**src/hdl/motor_start_pkg.sv**
```systemverilog
package motor_start_pkg;

	// ****************************************
	// Widths
	// ****************************************
	localparam int DATA_W = 16;
	localparam int ADDR_W = 8;

	// ****************************************
	// Register map (register index on the port)
	// ****************************************
	localparam logic [ADDR_W-1:0] ADDR_CTRL   = 8'h00;
	localparam logic [ADDR_W-1:0] ADDR_STATUS = 8'h01;
	localparam logic [ADDR_W-1:0] ADDR_CATCH  = 8'h16;
	localparam logic [ADDR_W-1:0] ADDR_THR    = 8'h17;
	localparam logic [ADDR_W-1:0] ADDR_TORQUE = 8'h1D;

	localparam logic [DATA_W-1:0] RST_CATCH  = 16'h03E8;
	localparam logic [DATA_W-1:0] RST_THR    = 16'h03E8;
	localparam logic [DATA_W-1:0] RST_TORQUE = 16'h000E;
	localparam logic [DATA_W-1:0] RST_ZERO   = 16'h0000;

	// Largest accepted values; writes above are clamped
	localparam logic [DATA_W-1:0] TORQUE_MAX = 16'h1FFF;
	localparam logic [DATA_W-1:0] THR_MAX    = 16'h7FFF;

	// Scale points: 4096 = rated RMS current, 16384 = max speed
	localparam logic [DATA_W-1:0] TORQUE_FULL = 16'h1000;
	localparam logic [DATA_W-1:0] SPEED_FULL  = 16'h4000;

	// ****************************************
	// Field positions
	// ****************************************
	localparam int CTRL_EN_BIT     = 0;
	localparam int STAT_STATE_LSB  = 0;
	localparam int STAT_DIRECT_BIT = 3;
	localparam int STAT_LOCKED_BIT = 4;
	localparam int STAT_BUSY_BIT   = 5;

	// ****************************************
	// Timing
	// ****************************************
	localparam int CLK_PERIOD_NS = 20;
	localparam int CATCH_UNIT_NS = 1000000;
	localparam int MS_CYCLES     = CATCH_UNIT_NS / CLK_PERIOD_NS;

	typedef enum logic [2:0] {
		ST_IDLE,
		ST_CATCH,
		ST_SENSE,
		ST_PARK_OL,
		ST_RUN
	} seq_state_e;

endpackage : motor_start_pkg

```
**src/hdl/start_if.sv**
```systemverilog
`timescale 1ns/1ps
`default_nettype none
interface start_if
	import motor_start_pkg::*;
();
	logic              start;
	logic              abort;
	logic [DATA_W-1:0] duration;
	logic              busy;
	logic              done;

	modport ctrl  (output start, output abort, output duration,
		input busy, input done);
	modport timer (input start, input abort, input duration,
		output busy, output done);
endinterface : start_if
`default_nettype wire

```
**src/hdl/motor_start_path_select.sv**
```systemverilog
`timescale 1ns/1ps
`default_nettype none
module motor_start_path_select
	import motor_start_pkg::*;
#(
	parameter int MS_TICK = MS_CYCLES
)(
	input  wire logic                     core_clk_i,
	input  wire logic                     rst_b_i,
	input  wire logic [ADDR_W-1:0]        addr_i,
	input  wire logic [DATA_W-1:0]        wdata_i,
	input  wire logic                     wr_i,
	input  wire logic                     rd_i,
	output logic      [DATA_W-1:0]        rdata_o,
	input  wire logic signed [DATA_W-1:0] motor_speed_i,
	input  wire logic [DATA_W-1:0]        torque_cmd_i,
	input  wire logic                     sense_done_i,
	input  wire logic                     open_loop_done_i,
	input  wire logic                     pll_locked_i,
	output logic      [DATA_W-1:0]        torque_ref_o,
	output logic                          catch_spin_o,
	output logic                          angle_sense_o,
	output logic                          open_loop_o,
	output logic                          run_o,
	output logic                          direct_start_o
);

	if (MS_TICK < 1) begin : g_bad_tick
		$error("MS_TICK must be at least one");
	end

	// ****************************************
	// Declarations
	// ****************************************
	logic              en_reg,     en_next;
	logic [DATA_W-1:0] dur_reg,    dur_next;
	logic [DATA_W-1:0] thr_reg,    thr_next;
	logic [DATA_W-1:0] itq_reg,    itq_next;
	logic [DATA_W-1:0] rdata_reg,  rdata_next;

	seq_state_e        state_reg,  state_next;
	logic              direct_reg, direct_next;
	logic              locked_reg, locked_next;

	logic [DATA_W-1:0] torque_reg, torque_next;
	logic              catch_reg,  catch_next;
	logic              sense_reg,  sense_next;
	logic              ol_reg,     ol_next;
	logic              run_reg,    run_next;

	logic [DATA_W-1:0] speed_abs;
	logic              direct_go;
	logic [DATA_W-1:0] status_word;

	start_if tmr_bus ();

	catch_spin_timer #(
		.TICK_CYCLES (MS_TICK)
	) u_timer (
		.core_clk_i (core_clk_i),
		.rst_b_i    (rst_b_i),
		.tmr        (tmr_bus.timer)
	);

	// ****************************************
	// Register file
	// ****************************************
	// Out-of-range writes clamp instead of wrapping, so a bad value
	// never turns into a tiny torque or threshold
	always_comb begin
		en_next  = en_reg;
		dur_next = dur_reg;
		thr_next = thr_reg;
		itq_next = itq_reg;
		if (wr_i) begin
			case (addr_i)
				ADDR_CTRL: begin
					en_next = wdata_i[CTRL_EN_BIT];
				end
				ADDR_CATCH: begin
					dur_next = wdata_i;
				end
				ADDR_THR: begin
					thr_next = (wdata_i > THR_MAX) ? THR_MAX : wdata_i;
				end
				ADDR_TORQUE: begin
					itq_next = (wdata_i > TORQUE_MAX) ? TORQUE_MAX : wdata_i;
				end
				default: begin
				end
			endcase
		end
	end

	always_comb begin
		status_word = '0;
		status_word[STAT_STATE_LSB +: 3] = state_reg;
		status_word[STAT_DIRECT_BIT]     = direct_reg;
		status_word[STAT_LOCKED_BIT]     = locked_reg;
		status_word[STAT_BUSY_BIT]       = tmr_bus.busy;
	end

	// Read data valid only in the cycle after the strobe, zero otherwise
	always_comb begin
		rdata_next = '0;
		if (rd_i) begin
			case (addr_i)
				ADDR_CTRL: begin
					rdata_next[CTRL_EN_BIT] = en_reg;
				end
				ADDR_STATUS: begin
					rdata_next = status_word;
				end
				ADDR_CATCH: begin
					rdata_next = dur_reg;
				end
				ADDR_THR: begin
					rdata_next = thr_reg;
				end
				ADDR_TORQUE: begin
					rdata_next = itq_reg;
				end
				default: begin
					rdata_next = '0;
				end
			endcase
		end
	end

	always_ff @(posedge core_clk_i or negedge rst_b_i) begin
		if (!rst_b_i) begin
			en_reg    <= 1'b0;
			dur_reg   <= RST_CATCH;
			thr_reg   <= RST_THR;
			itq_reg   <= RST_TORQUE;
			rdata_reg <= RST_ZERO;
		end else begin
			en_reg    <= en_next;
			dur_reg   <= dur_next;
			thr_reg   <= thr_next;
			itq_reg   <= itq_next;
			rdata_reg <= rdata_next;
		end
	end

	// ****************************************
	// Start sequencer
	// ****************************************
	// Magnitude of the signed speed; -32768 maps to 32768 unsigned
	assign speed_abs = motor_speed_i[DATA_W-1] ?
		DATA_W'(-motor_speed_i) : DATA_W'(motor_speed_i);

	assign direct_go = (thr_reg == RST_ZERO) ||
		(speed_abs >= thr_reg);

	always_comb begin
		state_next       = state_reg;
		direct_next      = direct_reg;
		locked_next      = locked_reg;
		tmr_bus.start    = 1'b0;
		tmr_bus.abort    = 1'b0;
		tmr_bus.duration = dur_reg;
		if (!en_reg) begin
			// Disable drops everything back to idle at once
			state_next    = ST_IDLE;
			direct_next   = 1'b0;
			locked_next   = 1'b0;
			tmr_bus.abort = 1'b1;
		end else begin
			case (state_reg)
				ST_IDLE: begin
					tmr_bus.start = 1'b1;
					state_next    = ST_CATCH;
					direct_next   = 1'b0;
					locked_next   = 1'b0;
				end
				ST_CATCH: begin
					if (tmr_bus.done) begin
						if (direct_go) begin
							state_next  = ST_RUN;
							direct_next = 1'b1;
						end else begin
							state_next = ST_SENSE;
						end
					end
				end
				ST_SENSE: begin
					if (sense_done_i) begin
						state_next = ST_PARK_OL;
					end
				end
				ST_PARK_OL: begin
					if (open_loop_done_i) begin
						state_next = ST_RUN;
					end
				end
				ST_RUN: begin
					if (pll_locked_i) begin
						locked_next = 1'b1;
					end
				end
				default: begin
					state_next = ST_IDLE;
				end
			endcase
		end
	end

	// Outputs follow the next state so they line up with state_reg
	always_comb begin
		torque_next = RST_ZERO;
		catch_next  = (state_next == ST_CATCH);
		sense_next  = (state_next == ST_SENSE);
		ol_next     = (state_next == ST_PARK_OL);
		run_next    = (state_next == ST_RUN);
		case (state_next)
			ST_PARK_OL: begin
				torque_next = itq_reg;
			end
			ST_RUN: begin
				// Direct start skips this: flux loop already tracks the rotor
				torque_next = (direct_next || locked_next) ?
					torque_cmd_i : itq_reg;
			end
			ST_CATCH: begin
				torque_next = RST_ZERO;
			end
			default: begin
				torque_next = RST_ZERO;
			end
		endcase
	end

	always_ff @(posedge core_clk_i or negedge rst_b_i) begin
		if (!rst_b_i) begin
			state_reg  <= ST_IDLE;
			direct_reg <= 1'b0;
			locked_reg <= 1'b0;
			torque_reg <= RST_ZERO;
			catch_reg  <= 1'b0;
			sense_reg  <= 1'b0;
			ol_reg     <= 1'b0;
			run_reg    <= 1'b0;
		end else begin
			state_reg  <= state_next;
			direct_reg <= direct_next;
			locked_reg <= locked_next;
			torque_reg <= torque_next;
			catch_reg  <= catch_next;
			sense_reg  <= sense_next;
			ol_reg     <= ol_next;
			run_reg    <= run_next;
		end
	end

	assign rdata_o        = rdata_reg;
	assign torque_ref_o   = torque_reg;
	assign catch_spin_o   = catch_reg;
	assign angle_sense_o  = sense_reg;
	assign open_loop_o    = ol_reg;
	assign run_o          = run_reg;
	assign direct_start_o = direct_reg;
endmodule : motor_start_path_select
`default_nettype wire

```
**src/hdl/catch_spin_timer.sv**
```systemverilog
`timescale 1ns/1ps
`default_nettype none
module catch_spin_timer
	import motor_start_pkg::*;
#(
	parameter int TICK_CYCLES = MS_CYCLES
)(
	input  wire logic core_clk_i,
	input  wire logic rst_b_i,
	start_if.timer    tmr
);

	localparam int CNT_W = $clog2(TICK_CYCLES + 1);

	if (TICK_CYCLES < 1) begin : g_bad_tick
		$error("TICK_CYCLES must be at least one");
	end

	logic              busy_reg, busy_next;
	logic              done_reg, done_next;
	logic [CNT_W-1:0]  pre_reg,  pre_next;
	logic [DATA_W-1:0] ms_reg,   ms_next;
	logic [DATA_W-1:0] dur_reg,  dur_next;

	// ****************************************
	// Millisecond counter
	// ****************************************
	// Duration latched at start so a write mid-phase cannot cut it short
	always_comb begin
		busy_next = busy_reg;
		done_next = 1'b0;
		pre_next  = pre_reg;
		ms_next   = ms_reg;
		dur_next  = dur_reg;
		if (tmr.abort) begin
			busy_next = 1'b0;
		end else if (tmr.start && !busy_reg) begin
			dur_next = tmr.duration;
			pre_next = '0;
			ms_next  = '0;
			if (tmr.duration == RST_ZERO) begin
				done_next = 1'b1;
			end else begin
				busy_next = 1'b1;
			end
		end else if (busy_reg) begin
			if (pre_reg == CNT_W'(TICK_CYCLES - 1)) begin
				pre_next = '0;
				ms_next  = ms_reg + 16'h0001;
				if (ms_reg + 16'h0001 == dur_reg) begin
					busy_next = 1'b0;
					done_next = 1'b1;
				end
			end else begin
				pre_next = pre_reg + 1'b1;
			end
		end
	end

	always_ff @(posedge core_clk_i or negedge rst_b_i) begin
		if (!rst_b_i) begin
			busy_reg <= 1'b0;
			done_reg <= 1'b0;
			pre_reg  <= '0;
			ms_reg   <= '0;
			dur_reg  <= '0;
		end else begin
			busy_reg <= busy_next;
			done_reg <= done_next;
			pre_reg  <= pre_next;
			ms_reg   <= ms_next;
			dur_reg  <= dur_next;
		end
	end

	assign tmr.busy = busy_reg;
	assign tmr.done = done_reg;

	// ****************************************
	// Checks
	// ****************************************
	logic [31:0] busy_cyc_reg;

	always_ff @(posedge core_clk_i or negedge rst_b_i) begin
		if (!rst_b_i) begin
			busy_cyc_reg <= '0;
		end else if (tmr.start && !busy_reg) begin
			busy_cyc_reg <= '0;
		end else if (busy_reg) begin
			busy_cyc_reg <= busy_cyc_reg + 32'h0000_0001;
		end
	end
endmodule : catch_spin_timer
`default_nettype wire

```
**config.mk**
```make
export PLATFORM = sky130hd
export DESIGN_NAME = motor_start_path_select
export DESIGN_NICKNAME = d
export VERILOG_FILES = /design/src/hdl/motor_start_pkg.sv /design/src/hdl/start_if.sv /design/src/hdl/motor_start_path_select.sv /design/src/hdl/catch_spin_timer.sv
export SDC_FILE = /design/constraint.sdc
export NUM_CORES = 1
export LEC_CHECK = 0
export BUFFER_PORTS_ARGS = -buffer_cell sky130_fd_sc_hd__buf_2
export CORE_ASPECT_RATIO = 2
export CORE_MARGIN = 2
export CORE_UTILIZATION = 25
export CTS_CLUSTER_SIZE = 10
export DETAILED_ROUTE_END_ITERATION = 10
export PLACE_DENSITY = 0.46
export SYNTH_ARGS = -nofsm -noshare
export SYNTH_HDL_FRONTEND = slang
export SYNTH_SLANG_ARGS = --single-unit
```
**constraint.sdc**
```tcl
create_clock -name core_clk_i -period 7.3 [get_ports core_clk_i]
set_input_delay 1.095 -clock core_clk_i [delete_from_list [all_inputs] [get_ports core_clk_i]]
set_output_delay 1.095 -clock core_clk_i [all_outputs]
set_load 0.02 [all_outputs]
```
==> results of run 1 <==
cell type report:
class / instances / area share
clock inverters: 14 / 0.0195
multi-input cells: 511 / 0.399
well taps: 360 / 0.0521
repair buffers: 101 / 0.0597
clock buffers: 18 / 0.0508
inverters: 27 / 0.0117
flip-flops and latches: 140 / 0.407
metrics by stage:
step                power [mW]  std cells  instance area (um2)  hold WS (ps)
CTS                       2.26       1171                 8650           498
global route              2.35       1171                 8650           523
global placement          1.34       1139                 8050           481
finish                    2.23       1171                 8650           492
detailed placement        1.35       1139                 8050           491
floorplan                 1.20        714                 7220           464
layer usage:
metal	up-vias	global-route usage	routed length (um)
met5	-	0	10
met4	2	0.0344	224
met3	23	0.0299	989
met2	162	0.217	9190
met1	2785	0.188	9650
li1	2727	-	-
final timing paths:
check / start / endpoint / slack [ps]
worst min register to register: u_timer.ms_reg[15]$_DFFE_PN0P_ / u_timer.ms_reg[15]$_DFFE_PN0P_ / 490
min in group asynchronous: rst_b_i / u_timer.pre_reg[9]$_DFFE_PN0P_ / 650
worst max register to register: u_timer.pre_reg[12]$_DFFE_PN0P_ / u_timer.ms_reg[5]$_DFFE_PN0P_ / 4350
max in group asynchronous: rst_b_i / u_timer.dur_reg[11]$_DFFE_PN0P_ / 5180
worst max-delay path: motor_speed_i[5] / torque_ref_o[12]$_DFF_PN0_ / 2490
worst min-delay path: u_timer.ms_reg[15]$_DFFE_PN0P_ / u_timer.ms_reg[15]$_DFFE_PN0P_ / 490
cells by family after synthesis:
| kind of cell | count (synthesis) |
|---|---|
| flops | 140 |
| buf+inv | 63 |
| xor+xnor | 47 |
| simple gates | 221 |
| fa+ha+maj | 19 |
| compound gates | 175 |
| mux | 49 |
report_power, final:
part           internal, mW  leakage (nW)  switching, mW  total [mW]
sequential            0.850          1.83         0.0820       0.932
clock                 0.546         0.285          0.353       0.899
combinational         0.161          1.83          0.239       0.401
total                  1.56          3.94          0.674        2.23
cell usage in the layout (no fill, tap or decap), drive strengths merged, types with 17 or more instances in the layout:
master / Yosys / layout
nand2: 50 / 50
nor2: 57 / 57
mux2: 48 / 48
clkbuf: 25 / 18
a22o: 17 / 17
buf: 11 / 101
a21oi: 39 / 39
nand3: 17 / 17
xnor2: 35 / 35
o21ai: 68 / 68
inv: 27 / 29
ha: 19 / 19
dfrtp: 125 / 125
worst max-delay path, stage by stage:
cell	delay (ps)
buf_2	120
or4_4	560
or4_4	440
or3_4	380
o41ai_4	220
xnor2_1	110
ha_1	310
nand4_1	100
or2_2	320
o2111ai_1	190
a211oi_1	160
nor2b_1	210
nor3_2	720
a22o_1	230
==> results by group, run 1 <==
Status
  • Status: finished, final reports clean

Synthesis
  • Top cell types by occurrence after synthesis: dfrtp_1, o21ai_0, nor2_1, nand2_1, mux2_2
  • Warnings, synthesis: 0
  • Largest family of logic cells by synthesized area: simple AND/OR/NAND/NOR gates
  • Post-Syn Instances: a little over 700
  • Post-synth EDFFs: 0
  • Top-area cell type share of the netlist area: 0.433
  • Synth Area in Compound Gates: 0.154
  • Most frequent cell after synthesis: dfrtp_1
  • Dominant synthesized flop cell: dfrtp_1
  • Sequential fraction of the synthesis area: 0.488
  • Post-Syn Area: 7220 um2
  • Top post-synthesis cells by area: dfrtp_1, mux2_2, dfstp_2
  • Post-Synth Simple-Gate Area: 0.158
  • Multiplexer share of the synthesized area: 0.0762
  • Syn_nets: 796
  • Synth cell types: 59
  • Post-Synth XOR/XNOR Area: 0.0570
  • Area leader, netlist: dfrtp_1
  • Post-Synth Adder-Cell Area: 0.0329
  • Ys async rst share: 1.00
  • FF+latch count, synth: 140
  • Synthesized area per cell: 10.1 um2

Critical path
  • Critical Path RT: 7660 ps
  • Critical path peak fanout: 16
  • Worst Path Class, Setup: in2reg
  • Reg2reg path depth: 7
  • Crit start category: input port
  • CP Capture Type: flip-flop
  • WP data arrival: 5160 ps

CTS
  • H-tree depth: 4
  • Worst-path clk slew: 60 ps
  • CTS Buf Count: 17
  • Clk_lat worst skew: 440 ps
  • CTS tree: yes
  • Max Buffers Root-to-Sink: 2
  • Post-CTS Hold Buffers: 0
  • Cts repair resizes: 0
  • CTS sink count: 140
  • Setup repair bufs after CTS: 0
  • Root Driver: clkbuf_16

Timing
  • Final worst slack: 2490 ps
  • Count of final setup violators: 0
  • Fmax: 208 MHz
  • Tightest Pin Transition: 1000 ps
  • Minimum clock period: 4810 ps
  • Final Cycle Share: 0.658
  • RSZ-0062 raised after global routing: false
  • Setup Skew: ~15 ps
  • Max_slew headroom: 0.333
  • Final-report max-slew violation count: 0
  • Setup TNS: 0 ps
  • Final hold vios: 0

Placement
  • Final Wtd Congestion: 0.806
  • HPWL Detailed: ~15000 um
  • I/O Buffers: 99
  • Setup slack at placement: 2020 ps

Die
  • Site Rows: 88
  • Die height: 244 um
  • # IOs: 100
  • Die area: 30300 um2
  • Core Region: 28600 um2
  • Initial Util: 0.252
  • Die width: 124 um

Cells and area
  • Final Util: 0.302
  • Layout cells sized above 1: 0.261
  • Layout area overhead: 19.8%
  • Final-layout fill cell count: a little over 3000
  • Final net count: 880
  • Reg area: 3520 um2
  • Area of the multi-input gates: around 3500 um2
  • ANT cells: 0

Detailed routing
  • Drt initial violations: 348
  • Vias per inst: 4.87
  • Post-DRT Antenna Nets: 0
  • DRT Wirelength: 20100 um
  • DRC Markers: 0
  • Via count: 5699
  • DR WL/cell: about 17 um
  • Initial DRT Pass Iterations: 5

Power
  • Pwr dens: 258 nW/um2
  • Pleak: 3.94 nW
  • Peak VDD IR: 158 uV

Flow run
  • Max-Cap Viols: 0

Global route
  • GRT overflow: 0
  • Number of global-route vias before repair: 5895
  • Maximum number of pins on one net before global-route repair: between 70 and 80
  • Initial antenna violation count: 1
  • First-pass GRT wire length: 32300 um
  • Gr usage total: 0.137

Worst hold path
  • Worst Hold Class: reg2reg
  • Hold-critical path depth: 1
Power figures use the tool's default switching activity.
==> run 2: changes to the inputs <==
==> constraint.sdc (replaced) <==
create_clock -name core_clk_i -period 4.7 [get_ports core_clk_i]
set_input_delay 0.705 -clock core_clk_i [delete_from_list [all_inputs] [get_ports core_clk_i]]
set_output_delay 0.705 -clock core_clk_i [all_outputs]
set_load 0.02 [all_outputs]
==> results by group, run 2 (same netlist as run 1, synthesis figures left out) <==
Status
  • Status: finished, final reports clean

Placement
  • Final Wtd Congestion: 0.810
  • I/O Buffers: 99
  • HPWL Detailed: 15100 um

CTS
  • Root Driver: clkbuf_16
  • CTS sink count: 140
  • CTS Buf Count: 17
  • H-tree depth: 4
  • Clk_lat worst skew: 430 ps
  • Setup repair bufs after CTS: 0
  • CTS tree: yes
  • Worst-path clk slew: 60 ps
  • Max Buffers Root-to-Sink: 2

Critical path
  • Critical path peak fanout: 16
  • Crit start category: input port
  • CP Capture Type: flip-flop
  • WP data arrival: 4620 ps
  • Worst Path Class, Setup: in2reg
  • Critical Path RT: 5060 ps

Power
  • Cell Int Power: 2.38 mW
  • P_sw: 1.03 mW
  • Pleak: ~4.0 nW
  • Net Sw Frac: 0.301
  • Comb pwr share: 0.185
  • Pwr dens: around 400 nW/um2
  • Peak VDD IR: 254 uV
  • Clock power frac: 0.389
  • Flop pwr share: 0.426

Global route
  • GRT overflow: 0
  • Number of global-route vias before repair: 5776
  • First-pass GRT wire length: around 32000 um
  • Initial antenna violation count: 0
  • Maximum number of pins on one net before global-route repair: 67
  • Gr usage total: 0.138

Cells and area
  • Reg area: between 3000 and 4000 um2
  • Final net count: 885
  • Most frequent cells in the layout: dfrtp_1, buf_2, o21ai_0
  • Layout area overhead: 20.0%
  • Layout cells sized above 1: 0.263
  • Area of the multi-input gates: around 3500 um2
  • Commonest non-fill, non-tap cell in the layout: dfrtp_1
  • Final Util: 0.303
  • Final-layout fill cell count: 3022
  • ANT cells: 0

Die
  • Die width: 124 um
  • Initial Util: 0.252
  • Die area: 30300 um2
  • Die height: 244 um
  • Site Rows: 88
  • # IOs: 100
  • Core Region: 28600 um2

Detailed routing
  • Initial DRT Pass Iterations: 6
  • Drt initial violations: 399
  • DRC Markers: 0
  • DRT Wirelength: 20200 um
  • Vias per inst: 4.83
  • Post-DRT Antenna Nets: 0
  • DR WL/cell: 17.2 um
  • Via count: 5682

Timing
  • Fmax: 235 MHz
  • RSZ-0062 raised after global routing: false
  • Setup TNS: 0 ps
  • Tightest Pin Transition: 1020 ps
  • Final hold vios: 0
  • Count of final setup violators: 0
  • Setup Skew: 8.54 ps
  • Max_slew headroom: 0.320
  • Final Cycle Share: 0.907
  • Final-report max-slew violation count: 0
  • Minimum clock period: 4260 ps

Worst hold path
  • Worst Hold Class: in2async

Flow run
  • Max-Cap Viols: 0
run 2: cell count changes in the layout (fill, tap and decap cells not counted):
cell and delta:
clkbuf_1 +2, clkbuf_8 +1, nor3_2 -1, bufinv_16 -1, buf_4 +5, clkinvlp_4 +1
nor3_4 +1, clkinv_4 -1, inv_6 -2
run 2: critical path: stages:
cell	delay, ps
buf_2	110
or4_4	550
or4_4	440
or3_4	380
o31ai_2	230
xnor2_1	110
ha_1	310
nand4_1	110
or2_2	320
o2111ai_1	210
a211oi_1	80
buf_4	180
nor2b_1	150
nor3_4	510
a22o_1	220
run 2: what timing repair did:
| action | CTS | global route |
|---|---|---|
| hold buffers | 0 | 0 |
| resized for setup | 0 | 1 |
| endpoints found under the setup margin | 0 | 16 |
| hold endpoints to repair | 0 | 0 |
run 2: final timing paths:
check | from | endpoint | slack, ps | cells after the start
worst max-delay path | motor_speed_i[5] | torque_ref_o[11]$_DFF_PN0_ | 440 | 15
worst min-delay path | rst_b_i | u_timer.pre_reg[9]$_DFFE_PN0P_ | 280 | 1
worst max register to register | u_timer.pre_reg[0]$_DFFE_PN0P_ | u_timer.ms_reg[14]$_DFFE_PN0P_ | 1780 | 7
worst min register to register | u_timer.ms_reg[15]$_DFFE_PN0P_ | u_timer.ms_reg[15]$_DFFE_PN0P_ | 490 | 1
max in group asynchronous | rst_b_i | thr_reg[5]$_DFFE_PN1P_ | 3410 | 2
min in group core_clk_i | u_timer.ms_reg[15]$_DFFE_PN0P_ | u_timer.ms_reg[15]$_DFFE_PN0P_ | 490 | 1
run 2: through the flow:
stage                     hold slack, ps  setup WS [ps]  instances  power [mW]  cell area, um2
after floorplan                      409            454        714        1.87            7220
after global placement               481          -78.5       1144        2.09            8080
after detailed placement             486           -254       1144        2.10            8080
after CTS                            298            188       1176        3.45            8660
after global routing                 321            161       1176        3.60            8670
final                                276            439       1176        3.41            8670
run 2: layer usage:
layer  global-route usage  routed length (um)
met5                    0                   0
met3               0.0268                 894
met2                0.218                9560
met4               0.0327                 184
met1                0.193                9600
run 2: cell type report:
cell class,count,share of cell area
inverters,27,0.0117
well taps,360,0.0520
flip-flops and latches,140,0.406
clock inverters,11,0.0139
clock buffers,21,0.0531
repair buffers,106,0.0639
multi-input cells,511,0.399
run 2: power groups by stage:
| stage | Combinational, mW | Clock (mW) | Sequential [mW] |
|---|---|---|---|
| floorplan | 0.447 | 0 | 1.42 |
| global placement | 0.620 | 0 | 1.47 |
| detailed placement | 0.631 | 0 | 1.47 |
| CTS | 0.636 | 1.36 | 1.45 |
| global route | 0.718 | 1.41 | 1.47 |
| finish | 0.630 | 1.33 | 1.45 |
==> run 3: changes to the inputs <==
--- a/config.mk
+++ b/config.mk
@@ -5,13 +5,13 @@
 export SDC_FILE = /design/constraint.sdc
 export NUM_CORES = 1
 export LEC_CHECK = 0
-export BUFFER_PORTS_ARGS = -buffer_cell sky130_fd_sc_hd__buf_2
 export CORE_ASPECT_RATIO = 2
 export CORE_MARGIN = 2
 export CORE_UTILIZATION = 25
 export CTS_CLUSTER_SIZE = 10
 export DETAILED_ROUTE_END_ITERATION = 10
-export PLACE_DENSITY = 0.46
+export DONT_BUFFER_PORTS = 1
+export PLACE_DENSITY = 0.43
 export SYNTH_ARGS = -nofsm -noshare
 export SYNTH_HDL_FRONTEND = slang
 export SYNTH_SLANG_ARGS = --single-unit
==> results by group, run 3 (same netlist as run 1, synthesis figures left out) <==
Power
  • Peak VDD IR: around 230 uV
  • Pwr dens: 416 nW/um2
  • Pleak: between 3 and 4 nW

Detailed routing
  • Vias per inst: around 4.9
  • Initial DRT Pass Iterations: 4
  • DRC Markers: 0
  • Via count: 5307
  • DRT Wirelength: approximately 20000 um
  • DR WL/cell: about 19 um
  • Post-DRT Antenna Nets: 0
  • Drt initial violations: 386

Cells and area
  • Final net count: between 700 and 800
  • Reg area: 3520 um2
  • ANT cells: 0
  • Layout cells sized above 1: 0.157
  • Most frequent cells in the layout: dfrtp_1, o21ai_0, nor2_1
  • Final Util: 0.286
  • Final-layout fill cell count: 3022
  • Commonest non-fill, non-tap cell in the layout: dfrtp_1
  • Area of the multi-input gates: roughly 3500 um2
  • Layout area overhead: 13.3%

Die
  • Initial Util: 0.252
  • Core Region: 28600 um2
  • Die area: 30300 um2
  • Die height: 244 um
  • Die width: 124 um
  • Site Rows: between 80 and 90
  • # IOs: 100

CTS
  • H-tree depth: 4
  • Setup repair bufs after CTS: 0
  • Cts repair resizes: 0
  • Post-CTS Hold Buffers: 1
  • CTS Buf Count: 17
  • Root Driver: clkbuf_16
  • Clk_lat worst skew: 420 ps
  • Worst-path clk slew: around 60 ps
  • Max Buffers Root-to-Sink: 2
  • CTS sink count: 140
  • CTS tree: yes

Critical path
  • Worst R2R Start: u_timer.pre_reg[13]$_DFFE_PN0P_
  • Critical Path RT: 5060 ps
  • CP Capture Type: flip-flop
  • RR Endpoint: u_timer.ms_reg[5]$_DFFE_PN0P_
  • Worst path most repeated cell: or4_4
  • Slowest cell on crit path: nor3_2
  • Critical path peak fanout: 16
  • Reg2reg path depth: 7
  • Crit start category: input port
  • Worst path cell trace: or4_4 -> or4_4 -> or3_4 -> o41ai_4 -> xnor2_1 -> ha_1 -> nand4_1 -> or2_2 -> o2111ai_1 -> a211oi_1 -> buf_4 -> nor2b_1 -> nor3_2 -> a22o_1
  • Largest stage delay on the critical path: 760 ps
  • WP data arrival: 4730 ps
  • Worst R2R Setup Slack: 1680 ps
  • Worst Path Class, Setup: in2reg

Placement
  • I/O Buffers: 0
  • HPWL Detailed: 14600 um
  • Setup slack at placement: -100 ps
  • Final Wtd Congestion: 0.789

Global route
  • GRT overflow: 0
  • First-pass GRT wire length: ~32000 um
  • Maximum number of pins on one net before global-route repair: 126
  • Initial antenna violation count: 0
  • Gr usage total: 0.139
  • Number of global-route vias before repair: 5491

Timing
  • RSZ-0062 raised after global routing: false
  • Count of final setup violators: 0
  • Setup Skew: 7.09 ps
  • Fmax: approximately 230 MHz
  • Final-report max-slew violation count: 0
  • Minimum clock period: approximately 4400 ps
  • Max_slew headroom: 0.289
  • Final hold vios: 0
  • Final Cycle Share: 0.931
  • Final worst slack: ~330 ps
  • Tightest Pin Transition: ~1100 ps

Worst hold path
  • Worst Hold Class: in2async

Status
  • Status: finished, final reports clean

Flow run
  • Max-Cap Viols: 0
==> run 3: cell count changes in the layout (fill, tap and decap cells not counted), moves of 2 or more <==
cell and change:
clkinv_4 +2, nor3_2 +2, buf_4 -5, buf_2 -98, clkinvlp_4 -5
==> run 3: cell type report <==
cell class | count | share of cell area
clock buffer | 22 | 0.0568
inverter | 27 | 0.0124
sequential | 140 | 0.431
tap | 360 | 0.0551
timing repair buffer | 3 | 0.00520
multi-input combinational | 511 | 0.423
clock inverter | 10 | 0.0170
==> run 3: layer usage <==
| layer | vias to the layer above | share of wire | global-route usage |
|---|---|---|---|
| met3 | 12 | 0.073 | 0.0443 |
| met1 | 2609 | 0.44 | 0.186 |
| met5 | - | 0 | 0 |
| li1 | 2535 | - | - |
| met4 | 0 | 0.0093 | 0.0297 |
| met2 | 151 | 0.47 | 0.219 |
==> run 3: stage by stage <==
step | setup TNS, ps | power (mW) | hold slack, ps | instance area [um2] | instances
floorplan | 0 | 1.87 | 409 | 7220 | 714
global placement | 0 | 2.01 | 416 | 7550 | 1040
detailed placement | -1290 | 2.02 | 416 | 7550 | 1040
CTS | 0 | 3.45 | 107 | 8180 | 1073
global route | 0 | 3.58 | 105 | 8180 | 1073
finish | 0 | 3.40 | 134 | 8180 | 1073
==> run 3: report_power, final <==
group / switching (mW) / internal (mW)
combinational: 0.320 / 0.225
sequential: 0.151 / 1.32
clock: 0.521 / 0.863
total: 0.992 / 2.41
==> run 3: worst max path at each step <==
stage,startpoint,to,slack (ps),cells past startpoint
2_1_floorplan,motor_speed_i[5],torque_ref_o[10]$_DFF_PN0_,450,14
3_3_place_gp,motor_speed_i[5],torque_ref_o[10]$_DFF_PN0_,30,14
3_5_place_dp,motor_speed_i[5],torque_ref_o[15]$_DFF_PN0_,-100,14
4_1_cts,motor_speed_i[5],torque_ref_o[15]$_DFF_PN0_,350,14
5_1_grt,motor_speed_i[5],torque_ref_o[14]$_DFF_PN0_,70,14
6_report,motor_speed_i[5],torque_ref_o[15]$_DFF_PN0_,330,14
==> run 3: worst max-delay path: cells and delay by family <==
family | cells | cell delay [ps]
simple gates | 7 | 2690
xor+xnor | 1 | 110
fa+ha+maj | 1 | 300
buf+inv | 1 | 170
compound gates | 4 | 750
